--- config.mk ---
export PLATFORM = sky130hd
export DESIGN_NAME = scc_top
export DESIGN_NICKNAME = d
export VERILOG_FILES = /design/src/logic/scc_pkg.sv /design/src/logic/scc_lock_status.sv /design/src/logic/scc_sync.sv /design/src/logic/scc_top.sv
export SDC_FILE = /design/constraint.sdc
export NUM_CORES = 1
export LEC_CHECK = 0
export ABC_AREA = 1
export BUFFER_PORTS_ARGS = -buffer_cell sky130_fd_sc_hd__buf_2
export CAP_MARGIN = 20
export CORE_AREA = 4 4 87 89
export DETAILED_ROUTE_END_ITERATION = 12
export DIE_AREA = 0 0 91 93
export PLACE_DENSITY = 0.78
export SYNTH_ARGS = -nofsm -noshare
export SYNTH_HDL_FRONTEND = slang
export SYNTH_SLANG_ARGS = --single-unit
--- constraint.sdc ---
create_clock -name clk -period 1.4 [get_ports clk]
set_input_delay 0.28 -clock clk [delete_from_list [all_inputs] [get_ports clk]]
set_output_delay 0.28 -clock clk [all_outputs]
set_load 0.05 [all_outputs]
--- src/logic/scc_pkg.sv ---
// shared constants, types and field layout of the system clock source control block
package scc_pkg;

  // ----------------------------------------------------------------
  // bus and register map
  // ----------------------------------------------------------------
  localparam int ADDR_W = 8;
  localparam logic [ADDR_W-1:0] OSC_CTRL_OFFSET = 8'h00;
  localparam logic [ADDR_W-1:0] UNLOCK_KEY_OFFSET = 8'h10;
  localparam logic [31:0] UNLOCK_KEY_FIRST = 32'hAA996655;
  localparam logic [31:0] UNLOCK_KEY_SECOND = 32'h556699AA;

  // ----------------------------------------------------------------
  // oscillator_control field positions
  // ----------------------------------------------------------------
  localparam int FRC_DIV_LSB = 24;
  localparam int PLL_MULT_LSB = 16;
  localparam int CUR_SRC_LSB = 12;
  localparam int REQ_SRC_LSB = 8;
  localparam int SEL_LOCK_BIT = 7;
  localparam int USB_LOCK_BIT = 6;
  localparam int SYS_LOCK_BIT = 5;
  localparam int SLEEP_EN_BIT = 4;
  localparam int CLK_FAIL_BIT = 3;
  localparam int UNLOCKED_BIT = 0;

  // ----------------------------------------------------------------
  // clock source codes and pll factors
  // ----------------------------------------------------------------
  localparam logic [2:0] SRC_FRC_PLL = 3'h1;
  localparam logic [2:0] SRC_PRI_PLL = 3'h3;
  localparam logic [2:0] MULT_CODE_TOP = 3'h7;
  localparam logic [4:0] MULT_FACTOR_BASE = 5'h0F;
  localparam logic [4:0] MULT_FACTOR_TOP = 5'h18;

  // ----------------------------------------------------------------
  // timing
  // ----------------------------------------------------------------
  localparam int CLK_PERIOD_NS = 20;
  localparam int PLL_STARTUP_NS = 2000;
  localparam int PLL_STARTUP_CYC = (PLL_STARTUP_NS + CLK_PERIOD_NS - 1) / CLK_PERIOD_NS;
  localparam int STARTUP_CNT_W = $clog2(PLL_STARTUP_CYC + 1);
  localparam logic [STARTUP_CNT_W-1:0] STARTUP_LAST = STARTUP_CNT_W'(PLL_STARTUP_CYC);

  // ----------------------------------------------------------------
  // types
  // ----------------------------------------------------------------
  typedef struct packed {
    logic [2:0] fast_rc_divider;
    logic [2:0] pll_multiplier_select;
    logic [2:0] current_source_field;
    logic [2:0] requested_source_field;
    logic selection_lock_bit;
    logic sleep_enable_bit;
    logic clock_fail_flag;
  } scc_ctrl_t;

  typedef struct packed {
    logic sys_pll_locked;
    logic usb_pll_locked;
    logic clock_fail_detect;
    logic switch_ack;
  } scc_clk_in_t;

  typedef enum logic [1:0] {
    SW_IDLE = 2'b00,
    SW_REQ = 2'b01,
    SW_RELEASE = 2'b11
  } scc_sw_state_t;

endpackage

--- src/logic/scc_lock_status.sv ---
// pll lock status: locked, or start-up timer expired, and only while the pll runs
module scc_lock_status
  import scc_pkg::*;
(
  input wire logic clk,
  input wire logic nrst,
  input wire logic pll_enable,
  input wire logic pll_locked,
  output logic lock_status
);
  logic [STARTUP_CNT_W-1:0] startup_cnt;
  logic timer_done;

  assign timer_done = (startup_cnt == STARTUP_LAST);

  // timer restarts whenever the pll is switched off
  always_ff @(posedge clk or negedge nrst) begin
    if (!nrst) begin
      startup_cnt <= '0;
    end else if (!pll_enable) begin
      startup_cnt <= '0;
    end else if (!timer_done) begin
      startup_cnt <= startup_cnt + STARTUP_CNT_W'(1);
    end
  end

  always_ff @(posedge clk or negedge nrst) begin
    if (!nrst) begin
      lock_status <= 1'b0;
    end else begin
      lock_status <= pll_enable && (pll_locked || timer_done);
    end
  end

  a_disabled_clear: assert property (@(posedge clk) disable iff (!nrst)
    !pll_enable |=> !lock_status)
    else $error("lock status high while pll disabled");
  a_timer_grants: assert property (@(posedge clk) disable iff (!nrst)
    pll_enable && timer_done |=> lock_status)
    else $error("lock status low after start-up timer expired");
endmodule

--- src/logic/scc_sync.sv ---
// two flip-flop synchroniser for a vector of independent levels
module scc_sync #(
  parameter int WIDTH = 1
) (
  input wire logic clk,
  input wire logic nrst,
  input wire logic [WIDTH-1:0] async_in,
  output logic [WIDTH-1:0] sync_out
);
  logic [WIDTH-1:0] meta;

  always_ff @(posedge clk or negedge nrst) begin
    if (!nrst) begin
      meta <= '0;
      sync_out <= '0;
    end else begin
      meta <= async_in;
      sync_out <= meta;
    end
  end
endmodule

--- src/logic/scc_top.sv ---
// system clock source control: oscillator control register, unlock, source switch
// Operation
// - pll multiplier code 0 to 6 gives factors 15 to 21 and code 7 gives 24.
// - the current-source field reports the active clock with the eight-code encoding.
// - the requested-source field holds the source to switch to, same encoding.
// - any reset loads the requested source from the initial oscillator configuration.
// - with switch-monitor config 1x, a set selection lock freezes source and pll selections.
// - with switch-monitor config 0x, selections are never locked.
// - usb pll lock status is 1 when locked or timer elapsed, 0 otherwise or when disabled.
// - system pll lock status is 1 when locked or timer elapsed, 0 otherwise or when disabled.
// - sleep enable picks sleep (1) or idle (0) when a wait instruction executes.
// - clock fail flag is set when the fail-safe monitor detects a clock failure.
// - unimplemented bits of the control register read zero and ignore writes.
// - the control register accepts writes only after the unlock sequence.
//
// The APB register port and the register offsets were chosen for this implementation.
module scc_top (
  input wire logic clk,
  input wire logic nrst,
  input wire logic psel,
  input wire logic penable,
  input wire logic pwrite,
  input wire logic [scc_pkg::ADDR_W-1:0] paddr,
  input wire logic [31:0] pwdata,
  output logic [31:0] prdata,
  output logic pready,
  output logic pslverr,
  input wire logic [2:0] initial_oscillator_config,
  input wire logic [1:0] switch_monitor_config,
  input wire logic usb_pll_enable,
  input wire scc_pkg::scc_clk_in_t clk_in,
  input wire logic wait_exec,
  output logic clk_switch_req,
  output logic [2:0] clk_switch_target,
  output logic [2:0] active_source,
  output logic [4:0] pll_factor,
  output logic [2:0] frc_divide_select,
  output logic sys_pll_enable,
  output logic sleep_req,
  output logic idle_req
);
  import scc_pkg::*;

  // ----------------------------------------------------------------
  // declarations
  // ----------------------------------------------------------------
  scc_ctrl_t ctrl;
  scc_clk_in_t clk_sync;
  scc_sw_state_t sw_state;
  logic loaded;
  logic key_stage;
  logic unlocked;
  logic usb_lock_st;
  logic sys_lock_st;
  logic sel_locked;
  logic setup_phase;
  logic access_wr;
  logic hit_ctrl;
  logic hit_key;
  logic ctrl_wr;
  logic key_wr;
  logic [31:0] next_rdata;

  function automatic logic [4:0] mult_factor(input logic [2:0] code);
    if (code == MULT_CODE_TOP) begin
      return MULT_FACTOR_TOP;
    end
    return MULT_FACTOR_BASE + {2'b00, code};
  endfunction

  // ----------------------------------------------------------------
  // pin synchronisers and lock status
  // ----------------------------------------------------------------
  scc_sync #(.WIDTH($bits(scc_clk_in_t))) u_sync (
    .clk(clk),
    .nrst(nrst),
    .async_in(clk_in),
    .sync_out(clk_sync)
  );

  // the pll only runs while the active source goes through it
  assign sys_pll_enable = (ctrl.current_source_field == SRC_FRC_PLL) ||
                          (ctrl.current_source_field == SRC_PRI_PLL);

  scc_lock_status u_sys_lock (
    .clk(clk),
    .nrst(nrst),
    .pll_enable(sys_pll_enable),
    .pll_locked(clk_sync.sys_pll_locked),
    .lock_status(sys_lock_st)
  );

  scc_lock_status u_usb_lock (
    .clk(clk),
    .nrst(nrst),
    .pll_enable(usb_pll_enable),
    .pll_locked(clk_sync.usb_pll_locked),
    .lock_status(usb_lock_st)
  );

  // ----------------------------------------------------------------
  // apb decode
  // ----------------------------------------------------------------
  assign pready = 1'b1;
  assign setup_phase = psel && !penable;
  assign access_wr = psel && penable && pwrite;
  assign hit_ctrl = (paddr == OSC_CTRL_OFFSET);
  assign hit_key = (paddr == UNLOCK_KEY_OFFSET);
  assign pslverr = psel && penable && !hit_ctrl && !hit_key;
  assign ctrl_wr = access_wr && hit_ctrl && unlocked;
  assign key_wr = access_wr && hit_key;
  assign sel_locked = switch_monitor_config[1] && ctrl.selection_lock_bit;

  // ----------------------------------------------------------------
  // unlock sequence
  // ----------------------------------------------------------------
  // any other value on the key register relocks, so a stray write is safe
  always_ff @(posedge clk or negedge nrst) begin
    if (!nrst) begin
      key_stage <= 1'b0;
      unlocked <= 1'b0;
    end else if (key_wr) begin
      key_stage <= (pwdata == UNLOCK_KEY_FIRST);
      unlocked <= key_stage && (pwdata == UNLOCK_KEY_SECOND);
    end
  end

  // ----------------------------------------------------------------
  // oscillator control register
  // ----------------------------------------------------------------
  // configuration is static fuse data, caught on the first edge after reset
  always_ff @(posedge clk or negedge nrst) begin
    if (!nrst) begin
      loaded <= 1'b0;
    end else begin
      loaded <= 1'b1;
    end
  end

  always_ff @(posedge clk or negedge nrst) begin
    if (!nrst) begin
      ctrl.requested_source_field <= '0;
      ctrl.pll_multiplier_select <= '0;
    end else if (!loaded) begin
      ctrl.requested_source_field <= initial_oscillator_config;
    end else if (ctrl_wr && !sel_locked) begin
      ctrl.requested_source_field <= pwdata[REQ_SRC_LSB +: 3];
      ctrl.pll_multiplier_select <= pwdata[PLL_MULT_LSB +: 3];
    end
  end

  // lock can only be released by reset
  always_ff @(posedge clk or negedge nrst) begin
    if (!nrst) begin
      ctrl.selection_lock_bit <= 1'b0;
      ctrl.sleep_enable_bit <= 1'b0;
      ctrl.fast_rc_divider <= '0;
    end else if (ctrl_wr) begin
      ctrl.selection_lock_bit <= ctrl.selection_lock_bit || pwdata[SEL_LOCK_BIT];
      ctrl.sleep_enable_bit <= pwdata[SLEEP_EN_BIT];
      if (!sel_locked) begin
        ctrl.fast_rc_divider <= pwdata[FRC_DIV_LSB +: 3];
      end
    end
  end

  // a failure in the same cycle as a clearing write wins
  always_ff @(posedge clk or negedge nrst) begin
    if (!nrst) begin
      ctrl.clock_fail_flag <= 1'b0;
    end else if (clk_sync.clock_fail_detect) begin
      ctrl.clock_fail_flag <= 1'b1;
    end else if (ctrl_wr) begin
      ctrl.clock_fail_flag <= ctrl.clock_fail_flag && pwdata[CLK_FAIL_BIT];
    end
  end

  // ----------------------------------------------------------------
  // clock switch handshake
  // ----------------------------------------------------------------
  // four-phase: request held until ack, then released until ack drops
  always_ff @(posedge clk or negedge nrst) begin
    if (!nrst) begin
      sw_state <= SW_IDLE;
      clk_switch_target <= '0;
      ctrl.current_source_field <= '0;
    end else if (!loaded) begin
      ctrl.current_source_field <= initial_oscillator_config;
      sw_state <= SW_IDLE;
    end else begin
      case (sw_state)
        SW_IDLE: begin
          if (!sel_locked &&
              ctrl.requested_source_field != ctrl.current_source_field) begin
            clk_switch_target <= ctrl.requested_source_field;
            sw_state <= SW_REQ;
          end
        end
        SW_REQ: begin
          if (clk_sync.switch_ack) begin
            ctrl.current_source_field <= clk_switch_target;
            sw_state <= SW_RELEASE;
          end
        end
        SW_RELEASE: begin
          if (!clk_sync.switch_ack) begin
            sw_state <= SW_IDLE;
          end
        end
        default: begin
          sw_state <= SW_IDLE;
        end
      endcase
    end
  end

  assign clk_switch_req = (sw_state == SW_REQ);
  assign active_source = ctrl.current_source_field;
  assign pll_factor = mult_factor(ctrl.pll_multiplier_select);
  assign frc_divide_select = ctrl.fast_rc_divider;

  // ----------------------------------------------------------------
  // wait instruction
  // ----------------------------------------------------------------
  always_ff @(posedge clk or negedge nrst) begin
    if (!nrst) begin
      sleep_req <= 1'b0;
      idle_req <= 1'b0;
    end else begin
      sleep_req <= wait_exec && ctrl.sleep_enable_bit;
      idle_req <= wait_exec && !ctrl.sleep_enable_bit;
    end
  end

  // ----------------------------------------------------------------
  // read data
  // ----------------------------------------------------------------
  // captured in the setup cycle so prdata comes from a flop with no wait state
  always_comb begin
    next_rdata = '0;
    if (hit_ctrl) begin
      next_rdata[FRC_DIV_LSB +: 3] = ctrl.fast_rc_divider;
      next_rdata[PLL_MULT_LSB +: 3] = ctrl.pll_multiplier_select;
      next_rdata[CUR_SRC_LSB +: 3] = ctrl.current_source_field;
      next_rdata[REQ_SRC_LSB +: 3] = ctrl.requested_source_field;
      next_rdata[SEL_LOCK_BIT] = ctrl.selection_lock_bit;
      next_rdata[USB_LOCK_BIT] = usb_lock_st;
      next_rdata[SYS_LOCK_BIT] = sys_lock_st;
      next_rdata[SLEEP_EN_BIT] = ctrl.sleep_enable_bit;
      next_rdata[CLK_FAIL_BIT] = ctrl.clock_fail_flag;
    end else if (hit_key) begin
      next_rdata[UNLOCKED_BIT] = unlocked;
    end
  end

  always_ff @(posedge clk or negedge nrst) begin
    if (!nrst) begin
      prdata <= '0;
    end else if (setup_phase && !pwrite) begin
      prdata <= next_rdata;
    end
  end

  // ----------------------------------------------------------------
  // assertions
  // ----------------------------------------------------------------
  a_mult_top: assert property (@(posedge clk) disable iff (!nrst)
    ctrl.pll_multiplier_select == MULT_CODE_TOP |-> pll_factor == MULT_FACTOR_TOP)
    else $error("top multiplier code does not give its factor");
  a_init_load: assert property (@(posedge clk) disable iff (!nrst)
    $rose(loaded) |-> ctrl.requested_source_field == $past(initial_oscillator_config))
    else $error("requested source not loaded from configuration");
  a_frozen_sel: assert property (@(posedge clk) disable iff (!nrst)
    loaded && sel_locked |=> $stable(ctrl.requested_source_field) &&
    $stable(ctrl.pll_multiplier_select))
    else $error("locked selection changed");
  a_never_lock: assert property (@(posedge clk) disable iff (!nrst)
    loaded && !switch_monitor_config[1] && ctrl_wr |=>
    ctrl.requested_source_field == $past(pwdata[REQ_SRC_LSB +: 3]))
    else $error("selection write dropped while switching enabled");
  a_write_gate: assert property (@(posedge clk) disable iff (!nrst)
    loaded && access_wr && hit_ctrl && !unlocked |=>
    $stable(ctrl.sleep_enable_bit) && $stable(ctrl.requested_source_field))
    else $error("control write accepted without unlock");
  a_fail_sets: assert property (@(posedge clk) disable iff (!nrst)
    clk_sync.clock_fail_detect |=> ctrl.clock_fail_flag [*2])
    else $error("clock fail flag not set and held");
  a_wait_mode: assert property (@(posedge clk) disable iff (!nrst)
    wait_exec |=> (sleep_req == $past(ctrl.sleep_enable_bit)) && (idle_req != sleep_req))
    else $error("wrong low-power state for wait");
  a_switch_done: assert property (@(posedge clk) disable iff (!nrst)
    sw_state == SW_REQ && clk_sync.switch_ack |=>
    ctrl.current_source_field == $past(clk_switch_target) ##1
    ctrl.current_source_field == $past(clk_switch_target, 2))
    else $error("current source not updated on switch completion");
  a_reserved_read: assert property (@(posedge clk) disable iff (!nrst)
    psel && penable && !pwrite && hit_ctrl |->
    prdata[15] == 1'b0 && prdata[11] == 1'b0 && prdata[2:0] == 3'h0 && prdata[31:27] == 5'h00)
    else $error("unimplemented control bit reads nonzero");

  c_switch: cover property (@(posedge clk) disable iff (!nrst)
    sw_state == SW_REQ ##1 sw_state == SW_RELEASE);
  c_unlock: cover property (@(posedge clk) disable iff (!nrst) $rose(unlocked));
  c_fail: cover property (@(posedge clk) disable iff (!nrst) $rose(ctrl.clock_fail_flag));
  c_locked_wr: cover property (@(posedge clk) disable iff (!nrst) ctrl_wr && sel_locked);
endmodule
# Word level (Yosys, flattened, before mapping)
# Index checks and enable logic that the tools add are counted.
[totals]
ff_bits = 67
input_bits = 56
out_inout_bits = 52
wordCells = 105
[classes]
addsub = 3
eq_ne = 19
muxes = 25
bitwise = 1
reduce_logical = 36
[op_table]
columns = ["op", "count"]
rows = [
  ["$eq A32 B31 Y1 const B", 1],
  ["$eq A32 B32 Y1 const B", 1],
  ["$mux W7", 4],
  ["$mux W3", 8],
  ["$logic_and A1 B1 Y1", 18],
  ["$add A7 B1 Y7 const B", 2],
  ["$eq A7 B7 Y1 const B", 2],
  ["$mux W5", 2],
  ["$eq A8 B5 Y1 const B", 1],
  ["$logic_not A8 Y1", 1],
  ["$mux W2", 4],
  ["$mux W8", 1],
  ["$logic_not A1 Y1", 6],
  ["$ne A2 B2 Y1 const B", 3],
  ["$ne A3 B3 Y1 const B", 2],
  ["$pmux W2 S3", 1],
  ["$reduce_and A2 Y1", 3],
  ["$reduce_and A3 Y1", 2],
  ["$add A4 B3 Y5 const A", 1],
  ["$mux W1", 5],
  ["$logic_or A1 B1 Y1", 4],
  ["$ne A2 B1 Y1 const B", 2],
  ["$eq A3 B1 Y1 const B", 1],
  ["$eq A3 B2 Y1 const B", 1],
  ["8 further kinds", 8],
]

# Longest topological paths before layout
# Gate-level depths: netlist (run 1).
[depth]
ltp_word = 7
ltp_mapped = 9
mapped_depth_nobuf = 9

# Cells and area by module
# From an unflattened synthesis (run 1), not the netlist that was laid out.
[hier_totals]
hier_cells = 448
hier_area_um2 = 3458.3
[modules_own_cells]
columns = ["mod", "n_inst", "cells_each", "area_per_inst_um2", "seq_area_each_um2"]
rows = [
  ["scc_top", 1, 330, 2379.8, 1076.0],
  ["scc_lock_status", 2, 55, 439.2, 200.2],
  ["scc_sync", 1, 8, 200.2, 200.2],
]

# Least setup slack after synthesis (run 1)
# Ideal clock, no wire load.
[synth_path]
path_kind = "input to output"
start = "input paddr[3] (netlist name)"
end = "output pslverr"
arrival_time_ns = 1.782
path_slack_ns = -0.662
path_stages = 5
n_path_buf = 1
path_cell_list = "nor2_1 nand2_1 nor2_4 buf_6 nor3b_1"
[synth_between]
elab_chain_cells = 4
word_cells_on_any_way = 6
[synth_lines]
columns = ["item", "line", "source"]
rows = [
  ["start, declared", "scc_top.sv:23", "input wire logic [scc_pkg::ADDR_W-1:0] paddr,"],
  ["$logic_not A8 Y1", "scc_top.sv:107", "assign hit_ctrl = (paddr == OSC_CTRL_OFFSET);"],
  ["$logic_not A1 Y1", "scc_top.sv:109", "assign pslverr = psel && penable && !hit_ctrl && !hit_key;"],
  ["$logic_and A1 B1 Y1", "scc_top.sv:109", ""],
  ["$logic_and A1 B1 Y1 (*)", "scc_top.sv:109", ""],
  ["end, declared", "scc_top.sv:27", "output logic pslverr,"],
]
# Mark *: on every way between the ends. The rest lies on a longest branch, timed or not.

# Worst setup path after layout (run 1)
[layout_path]
start = "register ctrl[9] (netlist name)"
end = "output pll_factor[2]"
[layout_between]
elab_chain_cells = 3
word_cells_on_any_way = 4
[layout_lines]
columns = ["item", "line", "source"]
rows = [
  ["start, declared", "scc_top.sv:47", "scc_ctrl_t ctrl;"],
  ["parallel branches: the longest is 2 deep, another holds $add A4 B3 Y5", "n/a", ""],
  ["$mux W5 (*)", "scc_top.sv:68", "return MULT_FACTOR_BASE + {2'b00, code};"],
  ["end, declared", "scc_top.sv:36", "output logic [4:0] pll_factor,"],
]
# Mark *: on every way between the ends.

==> results.md, run 1 <==
* Fmax at 0.586 GHz
* Total negative slack at -0.664 ns
* Cells after Synth at 418
* Fin Hold WS at 0.0400 ns
* Final setup fails at 4
* Syn avg cell area at 8.08 µm²
* Maximum vdd drop at 542 µV
* PD cells at 1100 mW/mm²
* Global route overflow at 0
* Post-route setup slack at -0.306 ns
* Clk buf depth at 2
* Design Area, Final at 0.00432 mm²
* DRC errors left at 0
* I/O Pins at 108
* Total of warnings raised by yosys at 0
* Worst Path Required at 1.12 ns
* Initial DRC count at 141
* Startpoint Class: register
* RSZ-0062 raised after global routing: true
* Crit Path Class: reg -> out
* First-pass iteration count of the detailed router at 4
* PortBufs at 91
* Antenna viol nets, final at 0
* Clk_lat worst skew at 0.34 ns
* # rows at 30
* Vias in the first global route at 2872
* Core Area at 0.00676 mm²
* Initial antenna violation count at 0
* Synth Register Bits at 67
* Largest cells by area after synthesis: dfrtp_1, nand2_1, nand3_1
* Hold depth at 1
* Yosys top cell by area: dfrtp_1
* Reg clk slew, reported paths at 0.08 ns
* Crit end category: primary output
* Minimum clock period at 1.71 ns
* Share of the synthesized area in the top cell type at 0.496
* CTS Sinks at 67
* Routed vias at 3079
* Tot GR Track Use at 0.189
* RePlAce Congestion at 0.809
* Clk root buf: clkbuf_8
* Tot Pwr at 4.73 mW
* Max Cap Viol at 0
* Largest net degree at the start of global routing at 68
* Synth async-reset ratio at 1.00
* Dpl ws at -0.0749 ns
* Area of the mapped netlist at 0.00338 mm²
* Drt total wl at 8160 µm
* Min-Delay Path Class: in -> reg
* Fillers at 587
* Initial core utilization at 0.500
* Number of buffers created by CTS at 9
* Global-route wire length before repair at 12900 µm
* Final hold viol count at 0
* Post-synth EDFFs at 0
* Largest fanout on the critical path at 2
* Status: finished, violations left
* Top FF cell, synth: dfrtp_1
* Dpl cell area at 0.00391 mm²
* Area grow syn2layout at 27.9%
* Wire per inst at 13.4 µm
* Nets at 587
* Post-synthesis sequential area ratio at 0.496
* Violated checks: setup timing
* Static leakage at 2.33 nW
* Most frequent cells in the layout: nand2_1, buf_2, dfrtp_1
* Cell variety after synth at 30
* Worst R2R Path Depth at 8
* Antenna cells at 0
* Post-route clock skew at 0.00967 ns
* Most common cell after layout, fill and taps aside: nand2_1
* Die area at 0.00846 mm²
* Vias per inst at 5.04
* Die width at 91 µm
* HPWL after DPL at 5900 µm
* CTS tree: yes
* Layout cells sized above 1 at 0.309
* Crit path arrival time at 1.43 ns
* DIE HEIGHT at 93 µm
* Final period util at 1.22
* CTS H-tree depth at 3
* Final Max Slew Viols at 0
==> timing repair <==
| action | 4_1_cts | 5_1_grt |
|---|---|---|
| pin swaps | 5 | 4 |
| hold buffers | 1 | 0 |
| buffers inserted | 4 | 4 |
| hold endpoints to repair | 67 | 0 |
| gates resized for setup | 27 | 18 |
| setup endpoints to repair | 10 | 13 |
| gates cloned | 0 | 0 |
==> final cells by class <==
cell class                      count  area, µm²  area share
Clock buffer                       11        151      0.0351
Multi-Input combinational cell    291       1470       0.340
Timing Repair Buffer              111        682       0.158
Sequential cell                    67       1680       0.389
Clock inverter                      5       60.1      0.0139
Tap cell                           80        100      0.0232
Inverter                           46        179      0.0414
==> cells by family (layout without fill, tap and decap cells) <==
| logic type | count (synthesis) | in the layout | share of synthesized area |
|---|---|---|---|
| flops | 67 | 67 | 0.496 |
| other cells | 2 | 16 | 0.00222 |
| compound gates | 48 | 48 | 0.0745 |
| buf+inv | 74 | 173 | 0.111 |
| xor+xnor | 3 | 3 | 0.00778 |
| fa+ha+maj | 5 | 5 | 0.0185 |
| simple gates | 219 | 219 | 0.290 |
==> synthesized netlist by cell type (all sizes together), types with 5 or more instances <==
cell type / number
a31oi: 5
buf: 25
dfrtp: 67
ha: 5
inv: 46
nand2: 112
nand3: 40
nand4: 7
nor2: 41
nor3: 13
o21ai: 38
==> state kept, by name, indices dropped and copies added, names as in the netlist <==
signal / cells
prdata: 18
ctrl: 9
u_sys_lock.startup_cnt: 7
u_usb_lock.startup_cnt: 7
u_sync.meta: 4
u_sync.sync_out: 4
active_source: 3
clk_switch_target: 3
frc_divide_select: 3
sw_state: 2
idle_req: 1
key_stage: 1
loaded: 1
sleep_req: 1
u_sys_lock.lock_status: 1
u_usb_lock.lock_status: 1
unlocked: 1
==> worst max-delay path, cell delays in order, from the launching register on <==
cell and delay (ns):
dfrtp_1 0.39, nor2_2 0.13, ha_1 0.24, inv_1 0.07, nand2_2 0.06, clkinvlp_4 0.07, buf_8 0.14
==> report_power, final <==
group	internal (mW)	leakage, nW	total [mW]	switching [mW]
clock network	0.926	0.106	1.69	0.765
registers	2.03	0.884	2.12	0.0930
logic	0.285	1.34	0.916	0.630
total	3.24	2.33	4.73	1.49
==> metal layers <==
layer,global-route usage,routed length [µm],up-vias,share of wire
li1,-,-,1528,-
met1,0.242,3460,1438,0.42
met2,0.313,4060,104,0.50
met3,0.0451,532,9,0.065
met4,0.0678,108,0,0.013
met5,0,0,-,0
==> final timing paths <==
kind | from | endpoint | slack (ns)
worst min register to register | u_sync.meta[1] | u_sync.sync_out[1] | 0.35
worst max-delay path | ctrl[9] | pll_factor[2] | -0.31
min in group asynchronous | nrst | prdata[26] | 0.48
max in group asynchronous | nrst | active_source[2] | 0.60
worst max register to register | u_usb_lock.startup_cnt[0] | u_usb_lock.startup_cnt[0] | 0.10
worst min-delay path | clk_in[3] | u_sync.meta[3] | 0.04
==> per-stage QoR <==
stage / cells / util
after floorplan: 432 / -
after global placement: 587 / 0.578
after detailed placement: 587 / 0.578
after CTS: 608 / 0.628
after global routing: 611 / 0.639
final: 611 / 0.639
(Power assumes the default switching activity.)
==> run 2: changes to the inputs <==
Settings changed: ABC_AREA 1 to not set, CORE_AREA 4 4 87 89 to 4 4 85 87, DIE_AREA 0 0 91 93 to 0 0 89 91, PLACE_DENSITY 0.78 to 0.77.
==> run 2 against run 1 <==
- the run still ends with setup timing left
- area after synthesis shrank 7.4%
- via count shrank 11%
- first-iteration DRC count shrank 26%
- routed wire length grew 3.4%
- cell count shrank 15%
- count of clock-buffer cells in the layout is the same
- worst hold slack lost 0.0012 ns
- cell area grew 7.3%
- largest cell class unchanged
==> results.md, run 2 <==
* Wire per inst at 16.2 µm (+21%)
* Violated checks: setup timing
* Dpl cell area at 0.00410 mm² (+4.8%)
* Max Cap Viol at 0 (unchanged)
* Startpoint Class: register
* Cell variety after synth at 42 (+40%)
* Nets at 501 (-15%)
* Worst Path Required at 1.12 ns (about the same)
* Initial core utilization at 0.492 (-0.00740)
* DRC errors left at 0 (unchanged)
* Top flop regs: prdata: 18 flops, ctrl: 9 flops
* CTS Sinks at 67 (unchanged)
* Global route overflow at 0 (unchanged)
* Largest cells by area after synthesis: dfrtp_1, buf_4, a22o_1
* Global-route wire length before repair at 12800 µm (-0.64%)
* Initial antenna violation count at 0 (unchanged)
* Clk buf depth at 2 (unchanged)
* Fmax at 0.543 GHz (-7.3%)
* Post-synth EDFFs at 0 (unchanged)
* Tot GR Track Use at 0.206 (+0.0170)
* I/O Pins at 108 (unchanged)
* Clk root buf: clkbuf_8
* Crit path arrival time at 1.56 ns (+0.13 ns)
* Antenna cells at 0 (unchanged)
* Minimum clock period at 1.84 ns (+0.134 ns)
* Top FF cell, synth: dfrtp_1
* Vias in the first global route at 2694 (-6.2%)
* Core Area at 0.00635 mm² (-6.0%)
* CTS H-tree depth at 3 (unchanged)
* Reg clk slew, reported paths at 0.07 ns (about the same)
* Status: finished, violations left
* Crit end category: primary output
* RSZ-0062 raised after global routing: true
* # rows at 29 (-3.3%)
* Min-Delay Path Class: in -> reg
* CTS tree: yes
* Max incr delay on CP at 0.39 ns (about the same)
* Layout cells sized above 1 at 0.501 (+0.192)
* Final period util at 1.31 (+0.0960)
* Routed vias at 2742 (-11%)
* Post-route clock skew at 0.00750 ns (-0.00217 ns)
* DIE HEIGHT at 91 µm (-2.2%)
* Vias per inst at 5.25 (+4.2%)
* Top delay family on crit path: flip-flops
* Commonest cells in the netlist: dfrtp_1, nand2_1, buf_4, nor2_1, a22o_1
* HPWL after DPL at 6240 µm (+5.8%)
* Largest net degree at the start of global routing at 28 (-59%)
* Area grow syn2layout at 48.1%
* Maximum vdd drop at 982 µV (+81%)
* Total of warnings raised by yosys at 0 (unchanged)
* Most common cell in the synthesized netlist: dfrtp_1
* Die area at 0.00810 mm² (-4.3%)
* Crit path max-delay cell type: dfrtp_1
* Max FFs per register at 18 (unchanged)
* Clk_lat worst skew at 0.34 ns (about the same)
* Drt total wl at 8440 µm (+3.4%)
* Post-synthesis sequential area ratio at 0.536 (+0.0397)
* Die width at 89 µm (-2.2%)
* Buf/Inv on CP at 2 (-1)
* Number of buffers created by CTS at 9 (unchanged)
* Final hold viol count at 0 (unchanged)
* Static leakage at 2.30 nW (-1.1%)
* Cells after Synth at 283 (-32%)
* Crit Path Class: reg -> out
* Most frequent cells in the layout: buf_2, dfrtp_1, buf_4
* Fillers at 412 (-30%)
* Share of the synthesized area in the top cell type at 0.536 (+0.0397)
* First-pass iteration count of the detailed router at 4 (unchanged)
* Largest fanout on the critical path at 2 (unchanged)
* Initial DRC count at 105 (-26%)
* Area of the mapped netlist at 0.00313 mm² (-7.4%)
* Synth Register Bits at 67 (unchanged)
* RePlAce Congestion at 0.778 (-3.8%)
* Total negative slack at -2.89 ns (-2.22 ns)
* Post-route setup slack at -0.441 ns (-0.134 ns)
* Syn avg cell area at 11.0 µm² (+37%)
* Critical path cell sequence: or2_4 -> inv_2 -> ha_4 -> a31oi_4 -> buf_6
* Antenna viol nets, final at 0 (unchanged)
* Yosys top cell by area: dfrtp_1
* Synth async-reset ratio at 1.00 (unchanged)
* PortBufs at 91 (unchanged)
* Final Max Slew Viols at 0 (unchanged)
* PD cells at 1020 mW/mm² (-6.7%)
* Design Area, Final at 0.00463 mm² (+7.3%)
* Most common cell after layout, fill and taps aside: buf_2
* Final setup fails at 31 (+27)
* Largest reg by FF count: prdata
[run 2: path summary, 6_finish.rpt]
path                                   from                        end  slack, ns  cells past startpoint
max reg2reg                active_source[2]       clk_switch_target[1]      -0.14                      5
min in group asynchronous              nrst  u_usb_lock.startup_cnt[0]       0.36                      2
min reg2reg                  u_sync.meta[2]         u_sync.sync_out[2]       0.35                      0
min                               clk_in[0]             u_sync.meta[0]       0.04                      1
max in group asynchronous              nrst                   ctrl[10]       0.41                      4
max                                ctrl[10]              pll_factor[2]      -0.44                      5
[run 2: cell families after synthesis]
logic type	share of synthesized area
xor gates and xnor gates	0.0252
other	0.00240
adders and majority gates	0.0200
DFF	0.536
muxes	0.0392
and+or+nand+nor	0.203
buffers and inverters	0.0708
AOI/OAI and AO/OA	0.103
[run 2: layer usage]
metal | wire [µm] | part of all wire | vias to the layer above | global-route usage
met4 | 165 | 0.020 | 0 | 0.0695
met2 | 4100 | 0.49 | 96 | 0.329
met1 | 3630 | 0.43 | 1334 | 0.276
li1 | - | - | 1296 | -
met5 | 0 | 0 | - | 0
met3 | 542 | 0.064 | 16 | 0.0452
[run 2: cell type report]
cell class / count / area (µm²) / area share
Tap cell: 77 / 96.3 / 0.0208
Multi-Input combinational cell: 194 / 1540 / 0.332
Clock buffer: 11 / 141 / 0.0305
Sequential cell: 67 / 1680 / 0.362
Timing Repair Buffer: 158 / 1100 / 0.238
Inverter: 10 / 37.5 / 0.00810
Clock inverter: 5 / 37.5 / 0.00810
[run 2: what timing repair did]
item,in CTS,in global routing
endpoints found under the setup margin,19,47
cloned,0,1
hold buffers,1,0
resized for setup,39,27
hold endpoints to repair,12,0
setup buffers,9,6
pin swaps,9,17
[run 2: stage by stage]
step	setup slack (ns)	total power, mW	util	hold WS (ns)	instances
2_1_floorplan	-0.230	2.72	-	-0.0156	297
3_3_place_gp	-0.343	3.08	0.645	0.184	493
5_1_grt	-0.494	4.96	0.729	0.0188	522
4_1_cts	-0.450	4.70	0.710	0.0260	518
6_report	-0.441	4.73	0.729	0.0388	522
3_5_place_dp	-0.375	3.11	0.645	0.189	493
[run 2: worst register-to-register path, stage by stage, from the launching register on]
cell and delay, ns:
dfrtp_1 0.41, buf_6 0.14, xnor2_4 0.11, a32oi_2 0.28, nand3_2 0.16, mux2_4 0.32
[run 2: where the power goes]
| group | switching [mW] | internal [mW] | total (mW) |
|---|---|---|---|
| clock network | 0.752 | 0.697 | 1.45 |
| registers | 0.0799 | 2.03 | 2.11 |
| logic | 0.677 | 0.496 | 1.17 |
